**src/include/dlt_defs.svh**
```systemverilog
// constants of the ddr3 timing-response block: pin positions, mode fields,
// reset values and timing counts.
// assumes the sampling clock runs at the rate given by DLT_CLK_PERIOD_PS.
`ifndef DLT_DEFS_SVH
`define DLT_DEFS_SVH

// sampling clock
`define DLT_CLK_PERIOD_PS       25000

// refresh_cycle_time, least time, rounded up to whole cycles
`define DLT_REF_CYCLE_TIME_PS   350000
`define DLT_REF_CYCLE_CLKS      ((`DLT_REF_CYCLE_TIME_PS + `DLT_CLK_PERIOD_PS - 1) / `DLT_CLK_PERIOD_PS)

// level_feedback_delay, longest time, rounded down, never below one cycle
`define DLT_LEVEL_FB_DELAY_PS   7500
`define DLT_LEVEL_FB_CLKS       (((`DLT_LEVEL_FB_DELAY_PS / `DLT_CLK_PERIOD_PS) < 1) ? 1 : (`DLT_LEVEL_FB_DELAY_PS / `DLT_CLK_PERIOD_PS))

// short_impedance_calibration reach, in device clock cycles
`define DLT_SHORT_IMPEDANCE_CALIBRATION_CK             64

// internal write start after write_latency, in device clock cycles
`define DLT_WR_START_LONG       4
`define DLT_WR_START_CHOP       2
`define DLT_CWL_BASE            5
`define DLT_READ_LATENCY_DEF    6

// calibration_pattern_register content, beat 0 in bit 0
`define DLT_MPR_PATTERN         8'haa

// positions in the synchronised pin vector
`define DLT_P_CK                0
`define DLT_P_CKE               1
`define DLT_P_CS_N              2
`define DLT_P_RAS_N             3
`define DLT_P_CAS_N             4
`define DLT_P_WE_N              5
`define DLT_P_DQS               6
`define DLT_P_A_LO              7

// mode register selects and address fields
`define DLT_MR_BURST            3'h0
`define DLT_MR_LEVEL            3'h1
`define DLT_MR_CWL              3'h2
`define DLT_MR_MPR              3'h3
`define DLT_F_BURST_LO          0
`define DLT_F_LEVEL             7
`define DLT_F_CWL_LO            3
`define DLT_F_MPR               2
`define DLT_F_A2                2
`define DLT_F_A10               10
`define DLT_F_BC                12
`define DLT_BURST_FIXED_CHOP    2'h2
`define DLT_BURST_OTF           2'h1

// reset values
`define DLT_RST_BURST           2'h0
`define DLT_RST_CWL             3'h0
// sampled pin view at reset: ck and strobe low, clock-enable, select and
// command pins high, so no false edge or command follows reset
`define DLT_RST_PINS            7'h3e

`endif

```
**src/include/dlt_pkg.sv**
```systemverilog
// types of the ddr3 timing-response block.
// assumes dlt_defs.svh is on the include path.
package dlt_pkg;

    // power state of the device as seen from clock-enable
    typedef enum {
        ST_AWAKE,
        ST_DRAINING,
        ST_LOW_POWER
    } dlt_pwr_t;

    // whole state of the top module
    typedef struct packed {
        dlt_pwr_t   pwr;
        logic [1:0] burst;
        logic [2:0] cwl;
        logic       level_en;
        logic       mpr_en;
        logic       wr_pend;
        logic [7:0] wr_cnt;
        logic       wr_start;
        logic [7:0] ref_cnt;
        logic [7:0] zq_cnt;
        logic       fb_pend;
        logic [3:0] fb_cnt;
        logic       fb_bit;
        logic       rd_pend;
        logic [7:0] rd_cnt;
        logic       rd_bc4;
        logic       rd_hi;
        logic [3:0] beat_idx;
        logic [3:0] beats_left;
        logic       dq;
        logic       dq_oe;
        logic       low_power;
        logic       ref_busy;
        logic       zq_busy;
    } dlt_state_t;

endpackage : dlt_pkg

```
**src/include/dlt_sync_if.sv**
```systemverilog
// bundle between the pin sampler and the timing logic.
// assumes one sampling clock for both ends.
`timescale 1ns/1ps
`default_nettype none

interface dlt_sync_if #(
    parameter int W = 8
);
    logic [W-1:0] raw;
    logic [W-1:0] level;
    logic [W-1:0] rise;
    logic [W-1:0] fall;

    modport sampler (input raw, output level, output rise, output fall);
    modport user    (output raw, input level, input rise, input fall);
endinterface : dlt_sync_if

`default_nettype wire

```
**src/dlt_timing_core.sv**
```systemverilog
// device-side timing response of a ddr3 memory: internal write start,
// refresh and short calibration busy windows, power-down entry, write
// leveling feedback and calibration pattern reads.
// assumes the controller drives the device clock and the command pins;
// all of them are sampled by i_clock, so the device clock must be slow
// enough for at least four sampling cycles per phase.
`timescale 1ns/1ps
`default_nettype none
`include "dlt_defs.svh"

// Contract
// controller holds termination four cycles minimum
// eight-beat writes need six cycles termination
// first strobe edge forty cycles after leveling
// strobe drive twenty-five cycles after leveling
// leveling feedback returned within bounded delay
// refresh blocks activate and refresh 350ns
// refresh average interval 7.8us or 3.9us
// reads and termination commands need locked loop
// write recovery rounded up to cycles
// internal write starts latency plus four/two
// device finishes operations before low power; the code waits for refresh, calibration and pending write, not pattern reads
// refresh then power-down after its minimum
// short calibration completes within 64 cycles
// no maximum device clock period
// pattern register reads a fixed sequence
// write to power-down latency plus recovery; the code waits only until the internal write start, with no recovery
// third mode register bit two enables pattern
// controller tracks minimum intervals with counters
module dlt_timing_core
    import dlt_pkg::*;
#(
    parameter int AW          = 16,
    parameter int READ_LAT_CK = `DLT_READ_LATENCY_DEF
) (
    input  wire logic          I_CLOCK,
    input  wire logic          I_RST_N,
    input  wire logic          I_CK,
    input  wire logic          I_CKE,
    input  wire logic          I_CS_N,
    input  wire logic          I_RAS_N,
    input  wire logic          I_CAS_N,
    input  wire logic          I_WE_N,
    input  wire logic          I_DQS,
    input  wire logic [AW-1:0] I_A,
    input  wire logic [2:0]    I_BA,
    output logic               O_DQ,
    output logic               O_DQ_OE,
    output logic               O_WRITE_START,
    output logic               O_REFRESH_BUSY,
    output logic               O_ZQ_BUSY,
    output logic               O_LOW_POWER,
    output logic               O_LEVEL_MODE,
    output logic               O_MPR_MODE
);

    localparam int PW      = `DLT_P_A_LO + AW + 3;
    localparam int P_BA_LO = `DLT_P_A_LO + AW;
    localparam logic [PW-1:0] PIN_IDLE = PW'(`DLT_RST_PINS);
    localparam logic [7:0] REF_CLKS = 8'(`DLT_REF_CYCLE_CLKS);
    localparam logic [3:0] FB_CLKS  = 4'(`DLT_LEVEL_FB_CLKS);
    localparam logic [7:0] ZQ_CK    = 8'(`DLT_SHORT_IMPEDANCE_CALIBRATION_CK);
    localparam logic [7:0] RD_LAT   = 8'(READ_LAT_CK);
    localparam logic [7:0] WR_LONG  = 8'(`DLT_WR_START_LONG);
    localparam logic [7:0] WR_CHOP  = 8'(`DLT_WR_START_CHOP);
    localparam logic [7:0] CWL_BASE = 8'(`DLT_CWL_BASE);
    localparam logic [7:0] PATTERN  = `DLT_MPR_PATTERN;

    generate
        if (AW < 13 || READ_LAT_CK < 1 || READ_LAT_CK > 255)
        begin : g_bad_param
            $error("dlt_timing_core: address width or read latency out of range");
        end
    endgenerate

    dlt_sync_if #(.W(PW)) sif ();

    dlt_state_t st_r;
    dlt_state_t st_nxt;

    logic          ck_rise;
    logic          ck_fall;
    logic          cke;
    logic          cmd_ok;
    logic [2:0]    cmd;
    logic [AW-1:0] addr;
    logic [2:0]    bank;
    logic          busy;

    ////////////////////////////////////////////////////////////////////////
    // pins enter through the three-stage sampler
    assign sif.raw = {I_BA, I_A, I_DQS, I_WE_N, I_CAS_N, I_RAS_N, I_CS_N, I_CKE, I_CK};

    dlt_pin_sync #(
        .W       (PW),
        .IDLE    (PIN_IDLE)
    ) u_sync (
        .i_clk   (I_CLOCK),
        .i_rst_n (I_RST_N),
        .sif     (sif.sampler)
    );
    // command is taken on a device clock rise with clock-enable high
    assign ck_rise = sif.rise[`DLT_P_CK];
    assign ck_fall = sif.fall[`DLT_P_CK];
    assign cke     = sif.level[`DLT_P_CKE];
    assign cmd_ok  = ck_rise && cke && !sif.level[`DLT_P_CS_N];
    assign cmd     = {sif.level[`DLT_P_RAS_N], sif.level[`DLT_P_CAS_N], sif.level[`DLT_P_WE_N]};
    assign addr    = sif.level[`DLT_P_A_LO +: AW];
    assign bank    = sif.level[P_BA_LO +: 3];

    // a running refresh, calibration or pending write keeps the device out of its low-power state
    assign busy = (st_r.ref_cnt != 8'h00) || (st_r.zq_cnt != 8'h00) || st_r.wr_pend;

    ////////////////////////////////////////////////////////////////////////
    // next state
    always_comb
    begin
        st_nxt          = st_r;
        st_nxt.wr_start = 1'b0;
        // refresh busy window
        if (st_r.ref_cnt != 8'h00)
            st_nxt.ref_cnt = st_r.ref_cnt - 8'h01;

        if (ck_rise)
        begin
            // calibration busy countdown
            if (st_r.zq_cnt != 8'h00)
                st_nxt.zq_cnt = st_r.zq_cnt - 8'h01;
            // internal write start
            if (st_r.wr_pend)
            begin
                if (st_r.wr_cnt <= 8'h01)
                begin
                    st_nxt.wr_start = 1'b1;
                    st_nxt.wr_pend  = 1'b0;
                    st_nxt.wr_cnt   = 8'h00;
                end
                else
                    st_nxt.wr_cnt = st_r.wr_cnt - 8'h01;
            end
        end
        // pattern beats, one per device clock edge
        if ((ck_rise || ck_fall) && st_r.beats_left != 4'h0)
        begin
            st_nxt.dq         = PATTERN[st_r.beat_idx[2:0]];
            st_nxt.dq_oe      = 1'b1;
            st_nxt.beat_idx   = st_r.beat_idx + 4'h1;
            st_nxt.beats_left = st_r.beats_left - 4'h1;
        end
        else if (st_r.beats_left == 4'h0 && !st_r.level_en && !(ck_rise || ck_fall))
            st_nxt.dq_oe = 1'b0;

        // read latency before the burst; chop picks four beats, a2 the upper half
        if (ck_rise && st_r.rd_pend)
        begin
            if (st_r.rd_cnt <= 8'h01)
            begin
                st_nxt.rd_pend    = 1'b0;
                st_nxt.rd_cnt     = 8'h00;
                st_nxt.beats_left = st_r.rd_bc4 ? 4'h4 : 4'h8;
                st_nxt.beat_idx   = st_r.rd_hi ? 4'h4 : 4'h0;
            end
            else
                st_nxt.rd_cnt = st_r.rd_cnt - 8'h01;
        end

        // leveling feedback: capture clock level at strobe rise
        if (st_r.level_en)
        begin
            if (st_r.fb_pend)
            begin
                if (st_r.fb_cnt <= 4'h1)
                begin
                    st_nxt.dq      = st_r.fb_bit;
                    st_nxt.fb_pend = 1'b0;
                end
                else
                    st_nxt.fb_cnt = st_r.fb_cnt - 4'h1;
            end
            if (sif.rise[`DLT_P_DQS])
            begin
                st_nxt.fb_pend = 1'b1;
                st_nxt.fb_cnt  = FB_CLKS;
                st_nxt.fb_bit  = sif.level[`DLT_P_CK];
            end
        end

        // command decode: ras, cas, we
        if (cmd_ok)
        begin
            case (cmd)
                3'h0:
                begin
                    case (bank)
                        `DLT_MR_BURST: st_nxt.burst = addr[`DLT_F_BURST_LO +: 2];
                        `DLT_MR_LEVEL: st_nxt.level_en = addr[`DLT_F_LEVEL];
                        `DLT_MR_CWL:   st_nxt.cwl = addr[`DLT_F_CWL_LO +: 3];
                        // pattern mode enable bit
                        `DLT_MR_MPR:   st_nxt.mpr_en = addr[`DLT_F_MPR];
                        default:       st_nxt.burst = st_r.burst;
                    endcase
                end
                // refresh starts busy window
                3'h1: st_nxt.ref_cnt = REF_CLKS;
                3'h4:
                begin
                    // write delay from burst mode
                    if (!st_r.mpr_en)
                    begin
                        st_nxt.wr_pend = 1'b1;
                        st_nxt.wr_cnt  = CWL_BASE + 8'(st_r.cwl)
                                       + ((st_r.burst == `DLT_BURST_FIXED_CHOP) ? WR_CHOP : WR_LONG);
                    end
                end
                3'h5:
                begin
                    // reads outside pattern mode go to the array, not here
                    if (st_r.mpr_en)
                    begin
                        st_nxt.rd_pend = 1'b1;
                        st_nxt.rd_cnt  = RD_LAT;
                        st_nxt.rd_hi   = addr[`DLT_F_A2];
                        st_nxt.rd_bc4  = (st_r.burst == `DLT_BURST_FIXED_CHOP)
                                      || (st_r.burst == `DLT_BURST_OTF && !addr[`DLT_F_BC]);
                    end
                end
                3'h6:
                begin
                    // short calibration window
                    if (!addr[`DLT_F_A10])
                        st_nxt.zq_cnt = ZQ_CK;
                end
                default: st_nxt.pwr = st_r.pwr;
            endcase
        end
        // leveling drives data from the cycle the mode turns on
        st_nxt.dq_oe = st_nxt.dq_oe || st_nxt.level_en;
        // low power only after refresh, calibration and pending write end
        case (st_r.pwr)
            ST_AWAKE:
            begin
                if (!cke)
                    st_nxt.pwr = ST_DRAINING;
            end
            ST_DRAINING:
            begin
                if (cke)
                    st_nxt.pwr = ST_AWAKE;
                else if (!busy)
                begin
                    st_nxt.pwr       = ST_LOW_POWER;
                    st_nxt.low_power = 1'b1;
                end
            end
            ST_LOW_POWER:
            begin
                if (cke)
                begin
                    st_nxt.pwr       = ST_AWAKE;
                    st_nxt.low_power = 1'b0;
                end
            end
            default:
            begin
                st_nxt.pwr       = ST_AWAKE;
                st_nxt.low_power = 1'b0;
            end
        endcase
        // busy outputs registered, not decoded, so they cannot glitch
        st_nxt.ref_busy = st_nxt.ref_cnt != 8'h00;
        st_nxt.zq_busy  = st_nxt.zq_cnt != 8'h00;
    end

    ////////////////////////////////////////////////////////////////////////
    // state register; mode fields take their reset values
    always_ff @(posedge I_CLOCK or negedge I_RST_N)
    begin
        if (!I_RST_N)
        begin
            st_r       <= '0;
            st_r.pwr   <= ST_AWAKE;
            st_r.burst <= `DLT_RST_BURST;
            st_r.cwl   <= `DLT_RST_CWL;
        end
        else
            st_r <= st_nxt;
    end

    // outputs straight from the state register
    assign O_DQ           = st_r.dq;
    assign O_DQ_OE        = st_r.dq_oe;
    assign O_WRITE_START  = st_r.wr_start;
    assign O_REFRESH_BUSY = st_r.ref_busy;
    assign O_ZQ_BUSY      = st_r.zq_busy;
    assign O_LOW_POWER    = st_r.low_power;
    assign O_LEVEL_MODE   = st_r.level_en;
    assign O_MPR_MODE     = st_r.mpr_en;

endmodule : dlt_timing_core

`default_nettype wire

```
**src/dlt_pin_sync.sv**
```systemverilog
// three-stage pin sampler with agreement filter and edge pulses.
// assumes raw inputs are asynchronous to i_clk.
`timescale 1ns/1ps
`default_nettype none

module dlt_pin_sync
    import dlt_pkg::*;
#(
    parameter int           W    = 8,
    parameter logic [W-1:0] IDLE = '0
) (
    input  wire logic   i_clk,
    input  wire logic   i_rst_n,
    dlt_sync_if.sampler sif
);

    typedef struct packed {
        logic [W-1:0] s1;
        logic [W-1:0] s2;
        logic [W-1:0] s3;
        logic [W-1:0] level;
        logic [W-1:0] rise;
        logic [W-1:0] fall;
    } dlt_sync_st_t;

    dlt_sync_st_t st_r;
    dlt_sync_st_t st_nxt;

    generate
        if (W < 1)
        begin : g_bad_width
            $error("dlt_pin_sync: width must be at least one");
        end
    endgenerate

    ////////////////////////////////////////////////////////////////////////
    // s1 feeds only s2; a high level counts once s2 and s3 agree, any disagreement reads as low
    always_comb
    begin
        st_nxt       = st_r;
        st_nxt.s1    = sif.raw;
        st_nxt.s2    = st_r.s1;
        st_nxt.s3    = st_r.s2;
        st_nxt.level = (st_r.level & ~(st_r.s2 ^ st_r.s3)) | (st_r.s3 & ~(st_r.s2 ^ st_r.s3));
        st_nxt.rise  = st_nxt.level & ~st_r.level;
        st_nxt.fall  = ~st_nxt.level & st_r.level;
    end

    // reset to the idle pin levels, so the first edges after reset are real
    always_ff @(posedge i_clk or negedge i_rst_n)
    begin
        if (!i_rst_n)
            st_r <= '{IDLE, IDLE, IDLE, IDLE, {W{1'b0}}, {W{1'b0}}};
        else
            st_r <= st_nxt;
    end

    assign sif.level = st_r.level;
    assign sif.rise  = st_r.rise;
    assign sif.fall  = st_r.fall;

endmodule : dlt_pin_sync

`default_nettype wire

```
**config.mk**
```make
export PLATFORM = sky130hd
export DESIGN_NAME = dlt_timing_core
export DESIGN_NICKNAME = d
export VERILOG_FILES = /design/src/include/dlt_pkg.sv /design/src/include/dlt_sync_if.sv /design/src/dlt_timing_core.sv /design/src/dlt_pin_sync.sv
export VERILOG_INCLUDE_DIRS = /design/src /design/src/include
export SDC_FILE = /design/constraint.sdc
export NUM_CORES = 1
export LEC_CHECK = 0
export BUFFER_PORTS_ARGS = -buffer_cell sky130_fd_sc_hd__buf_2
export CORE_ASPECT_RATIO = 1.5
export CORE_MARGIN = 3
export CORE_UTILIZATION = 33
export DETAILED_ROUTE_END_ITERATION = 8
export GPL_ROUTABILITY_DRIVEN = 0
export SLEW_MARGIN = 40
export SYNTH_ARGS = -nofsm -noshare
export SYNTH_HDL_FRONTEND = slang
export SYNTH_SLANG_ARGS = --single-unit
```
**constraint.sdc**
```tcl
create_clock -name I_CLOCK -period 3.2 [get_ports I_CLOCK]
set_clock_uncertainty 0.05 [all_clocks]
set_input_delay 0.8 -clock I_CLOCK [delete_from_list [all_inputs] [get_ports I_CLOCK]]
set_output_delay 0.8 -clock I_CLOCK [all_outputs]
set_load 0.02 [all_outputs]
```
==> results_dict.tcl <==
set metrics [dict create \
    dieArea_um2 18800 \
    routed_wl_um 9230 \
    vias_in_the_first_global_route 3799 \
    cts.clk_slew.worst_paths_ns 0.06 \
    critical_path.reg2reg.startpoint "st_r[33]" \
    place_hpwl_um 6430 \
    grt_start_max_net_pins 60 \
    finish.cell_count_without_fillers 735 \
    route.vias.total 3519 \
    timing.final.crit_share_pct 78.0 \
    core-area_um2 16800 \
    worst_ir_drop_vdd_mv 0.422 \
    synth_flop_type "sky130_fd_sc_hd__dfrtp_1" \
    postCtsHoldBufs 0 \
    synth_enable_flop_cells 0 \
    p_leak_nw 3.18 \
    highest_fanout_seen_on_the_critical_path 6 \
    critPathKind "reg -> reg" \
    p_switching_mw 1.36 \
    remaining_drcs 0 \
    synthesis_warnings 0 \
    cts.htree.levels 4 \
    rrSetupSlack_ns 0.70 \
    cts_root_buffer "sky130_fd_sc_hd__clkbuf_16" \
    site_rows 58 \
    power.clock.fraction_pct 39.2 \
    synthArstFlopShare_pct 100 \
    post-synth-top-area-fraction_pct 53.1 \
    most-common-layout-cells "sky130_fd_sc_hd__dfrtp_1, sky130_fd_sc_hd__inv_1, sky130_fd_sc_hd__nor2_1, sky130_fd_sc_hd__ha_1, sky130_fd_sc_hd__nand2_1" \
    yosys_register_bits 140 \
    setup_viol 0 \
    synthesis.area_um2 5660 \
    wirelength_per_cell_um 12.6 \
    die_h_um 166 \
    worst_ep_required_time_ns 3.42 \
    nNetsFinal 575 \
    clock_sinks 140 \
    grt_usage_pct 10.9 \
    cts.repair_timing.setup_buffer_count 0 \
    netlist-cell-type-count 49 \
    final_layout_size_suffix_gt1_share_pct 18.1 \
    seqPwrFrac_pct 45.6 \
    grt_antenna_before_repair 0 \
    share_comb_of_total_power_pct 15.2 \
    critical_path.startpoint "st_r[33]" \
    drt_pass1_iterations 4 \
    ys_seq_area_share_pct 62.4 \
    cts_tree "yes" \
    max_slew.worst_pin.slew_ns 0.714 \
    synth_top_cell_by_area "sky130_fd_sc_hd__dfrtp_1" \
    hold_violations 0 \
    cts_inserted_buffers 17 \
    clock.fmax_ghz 0.401 \
    maxCapViolCount 0 \
    avgViaCountPerCell 4.79 \
    placedCellCount 703 \
    drtIter0Drc 143 \
    setup.worst_path.end_class "flop" \
    status "completed" \
    clock_insertion_delay_worst_skew_ns 0.40 \
    die_w_um 113 \
    final.min_clock_period_ns 2.50 \
    power.share.switching_pct 26.9 \
    rsz_0062_raised_after_global_routing "false" \
    clk_path_buf_depth 2 \
    grt_first_pass_wirelength_um 16600 \
    grt_remaining_overflow 0 \
    worstSetupStartpointType "flop" \
    cellPowerDensity_nw_per_um2 755 \
    n_antenna_cell 0 \
    average_cell_area_after_synthesis_um2 12.1 \
    fin_tns_setup_ns 0 \
    critical_path_at_ns 2.71 \
    most_common_cell_after_layout_fill_and_taps_aside "sky130_fd_sc_hd__dfrtp_1" \
    numPortBuffers 28 \
    floorplan.initialDensity_pct 33.7 \
    synth_cells 466 \
    post_cts_resize_count 0 \
    synthesis.nets 529 \
    ios 36 \
    final_core_util_pct 40.0 \
    antenna_violating_nets_post_route 0 \
    post_synth_main_area_contributors "sky130_fd_sc_hd__dfrtp_1, sky130_fd_sc_hd__dfstp_2, sky130_fd_sc_hd__ha_1, sky130_fd_sc_hd__xnor2_1, sky130_fd_sc_hd__a21o_1" \
    finalMaxSlewViolations 0 \
    area_delta_synth_final_pct 18.5 \
    timing.hold.worst.class "in -> async" \
    relSlewSlack_pct 52.0 \
    p_int_mw 3.70 \
]
## per-layer routing
layer	part of all wire (%)	global-route usage [%]	vias to the layer above
li1	-	-	1697
met1	41	11.6	1741
met2	52	18.6	56
met3	3.1	2.73	25
met4	3.8	7.48	0
met5	0	0	-
## power by group through the flow
stage	logic (mW)	clock network, mW	registers, mW
after floorplan	0.571	0	2.28
final	0.767	1.98	2.31
after detailed placement	0.777	0	2.33
after CTS	0.780	2.05	2.31
after global placement	0.734	0	2.32
after global routing	0.888	2.12	2.35
## registers in the layout (all words and copies together), names as in the netlist
register          cells
u_sync.st_r          19
u_sync.sif.level     19
u_sync.st_nxt        38
O_WRITE_START         1
u_sync.sif.rise       2
O_DQ_OE               1
O_LEVEL_MODE          1
O_DQ                  1
O_REFRESH_BUSY        1
O_LOW_POWER           1
u_sync.sif.fall       1
st_r                 53
O_ZQ_BUSY             1
O_MPR_MODE            1
## metrics by stage
step / power, mW / cell area [um^2] / hold WS, ns / setup slack (ns)
finish: 5.06 / 6710 / 0.292 / 0.704
global route: 5.36 / 6710 / 0.303 / 0.517
CTS: 5.14 / 6710 / 0.295 / 0.711
detailed placement: 3.11 / 6090 / 0.285 / 0.738
global placement: 3.05 / 6090 / 0.283 / 0.733
floorplan: 2.85 / 5660 / 0.281 / 0.849
## worst max-delay path, stage by stage, from the launching register on
cell,delay (ns)
sky130_fd_sc_hd__dfrtp_1,0.42
sky130_fd_sc_hd__or4_1,0.56
sky130_fd_sc_hd__or3_4,0.42
sky130_fd_sc_hd__a21boi_1,0.41
sky130_fd_sc_hd__a31oi_1,0.08
sky130_fd_sc_hd__or4_1,0.42
## cell usage after synthesis (2+ instances only)
| cell type | n |
|---|---|
| sky130_fd_sc_hd__and2_1 | 2 |
| sky130_fd_sc_hd__nand4b_1 | 2 |
| sky130_fd_sc_hd__nor4b_1 | 2 |
| sky130_fd_sc_hd__o311ai_0 | 2 |
| sky130_fd_sc_hd__xor2_1 | 10 |
| sky130_fd_sc_hd__o31ai_1 | 4 |
| sky130_fd_sc_hd__nand3_1 | 7 |
| sky130_fd_sc_hd__a21o_1 | 19 |
| sky130_fd_sc_hd__dfrtp_1 | 120 |
| sky130_fd_sc_hd__ha_1 | 34 |
| sky130_fd_sc_hd__clkbuf_1 | 6 |
| sky130_fd_sc_hd__mux2i_1 | 2 |
| sky130_fd_sc_hd__nor4_1 | 9 |
| sky130_fd_sc_hd__a21oi_1 | 11 |
| sky130_fd_sc_hd__mux2_2 | 6 |
| sky130_fd_sc_hd__o21bai_1 | 2 |
| sky130_fd_sc_hd__o211ai_1 | 2 |
| sky130_fd_sc_hd__nand2b_1 | 4 |
| sky130_fd_sc_hd__inv_1 | 38 |
| sky130_fd_sc_hd__nand4_1 | 4 |
| sky130_fd_sc_hd__dfstp_2 | 20 |
| sky130_fd_sc_hd__a211oi_1 | 3 |
| sky130_fd_sc_hd__nor2b_1 | 4 |
| sky130_fd_sc_hd__nor2_1 | 38 |
| sky130_fd_sc_hd__nor3_1 | 17 |
| sky130_fd_sc_hd__o21ai_0 | 16 |
| sky130_fd_sc_hd__and3_1 | 2 |
| sky130_fd_sc_hd__nand3b_1 | 4 |
| sky130_fd_sc_hd__xnor2_1 | 18 |
| sky130_fd_sc_hd__o2111ai_1 | 2 |
| sky130_fd_sc_hd__nor4bb_1 | 2 |
| sky130_fd_sc_hd__nand2_1 | 32 |
| sky130_fd_sc_hd__or4_1 | 5 |
| sky130_fd_sc_hd__a31oi_1 | 2 |
## worst paths after layout
kind                                        to  depth (start not counted)
setup reg to reg                     O_ZQ_BUSY                          5
setup / recovery                     O_ZQ_BUSY                          5
hold / removal              u_sync.st_nxt[127]                          1
min in group I_CLOCK         u_sync.st_nxt[86]                          0
max in group asynchronous  u_sync.sif.level[1]                          2
hold reg to reg              u_sync.st_nxt[86]                          0
## cell type report
type,instances,area [um^2]
fillers,1558,10100
well taps,210,263
clock inverters,11,141
repair buffers,33,196
inverters,38,143
clock buffers,21,470
flip-flops and latches,140,3530
multi-input cells,282,1960
## kinds of logic (layout without fill, tap and decap cells)
logic type	Yosys count	in the layout	synth area share (%)
and+or+nand+nor	142	142	12.9
DFF	140	140	62.4
AOI/OAI and AO/OA	69	69	8.05
buffers and inverters	44	103	2.92
adders and majority gates	35	35	7.87
xor gates and xnor gates	28	28	4.34
muxes	8	8	1.55
Note: power is estimated with default switching activity, not from simulation.
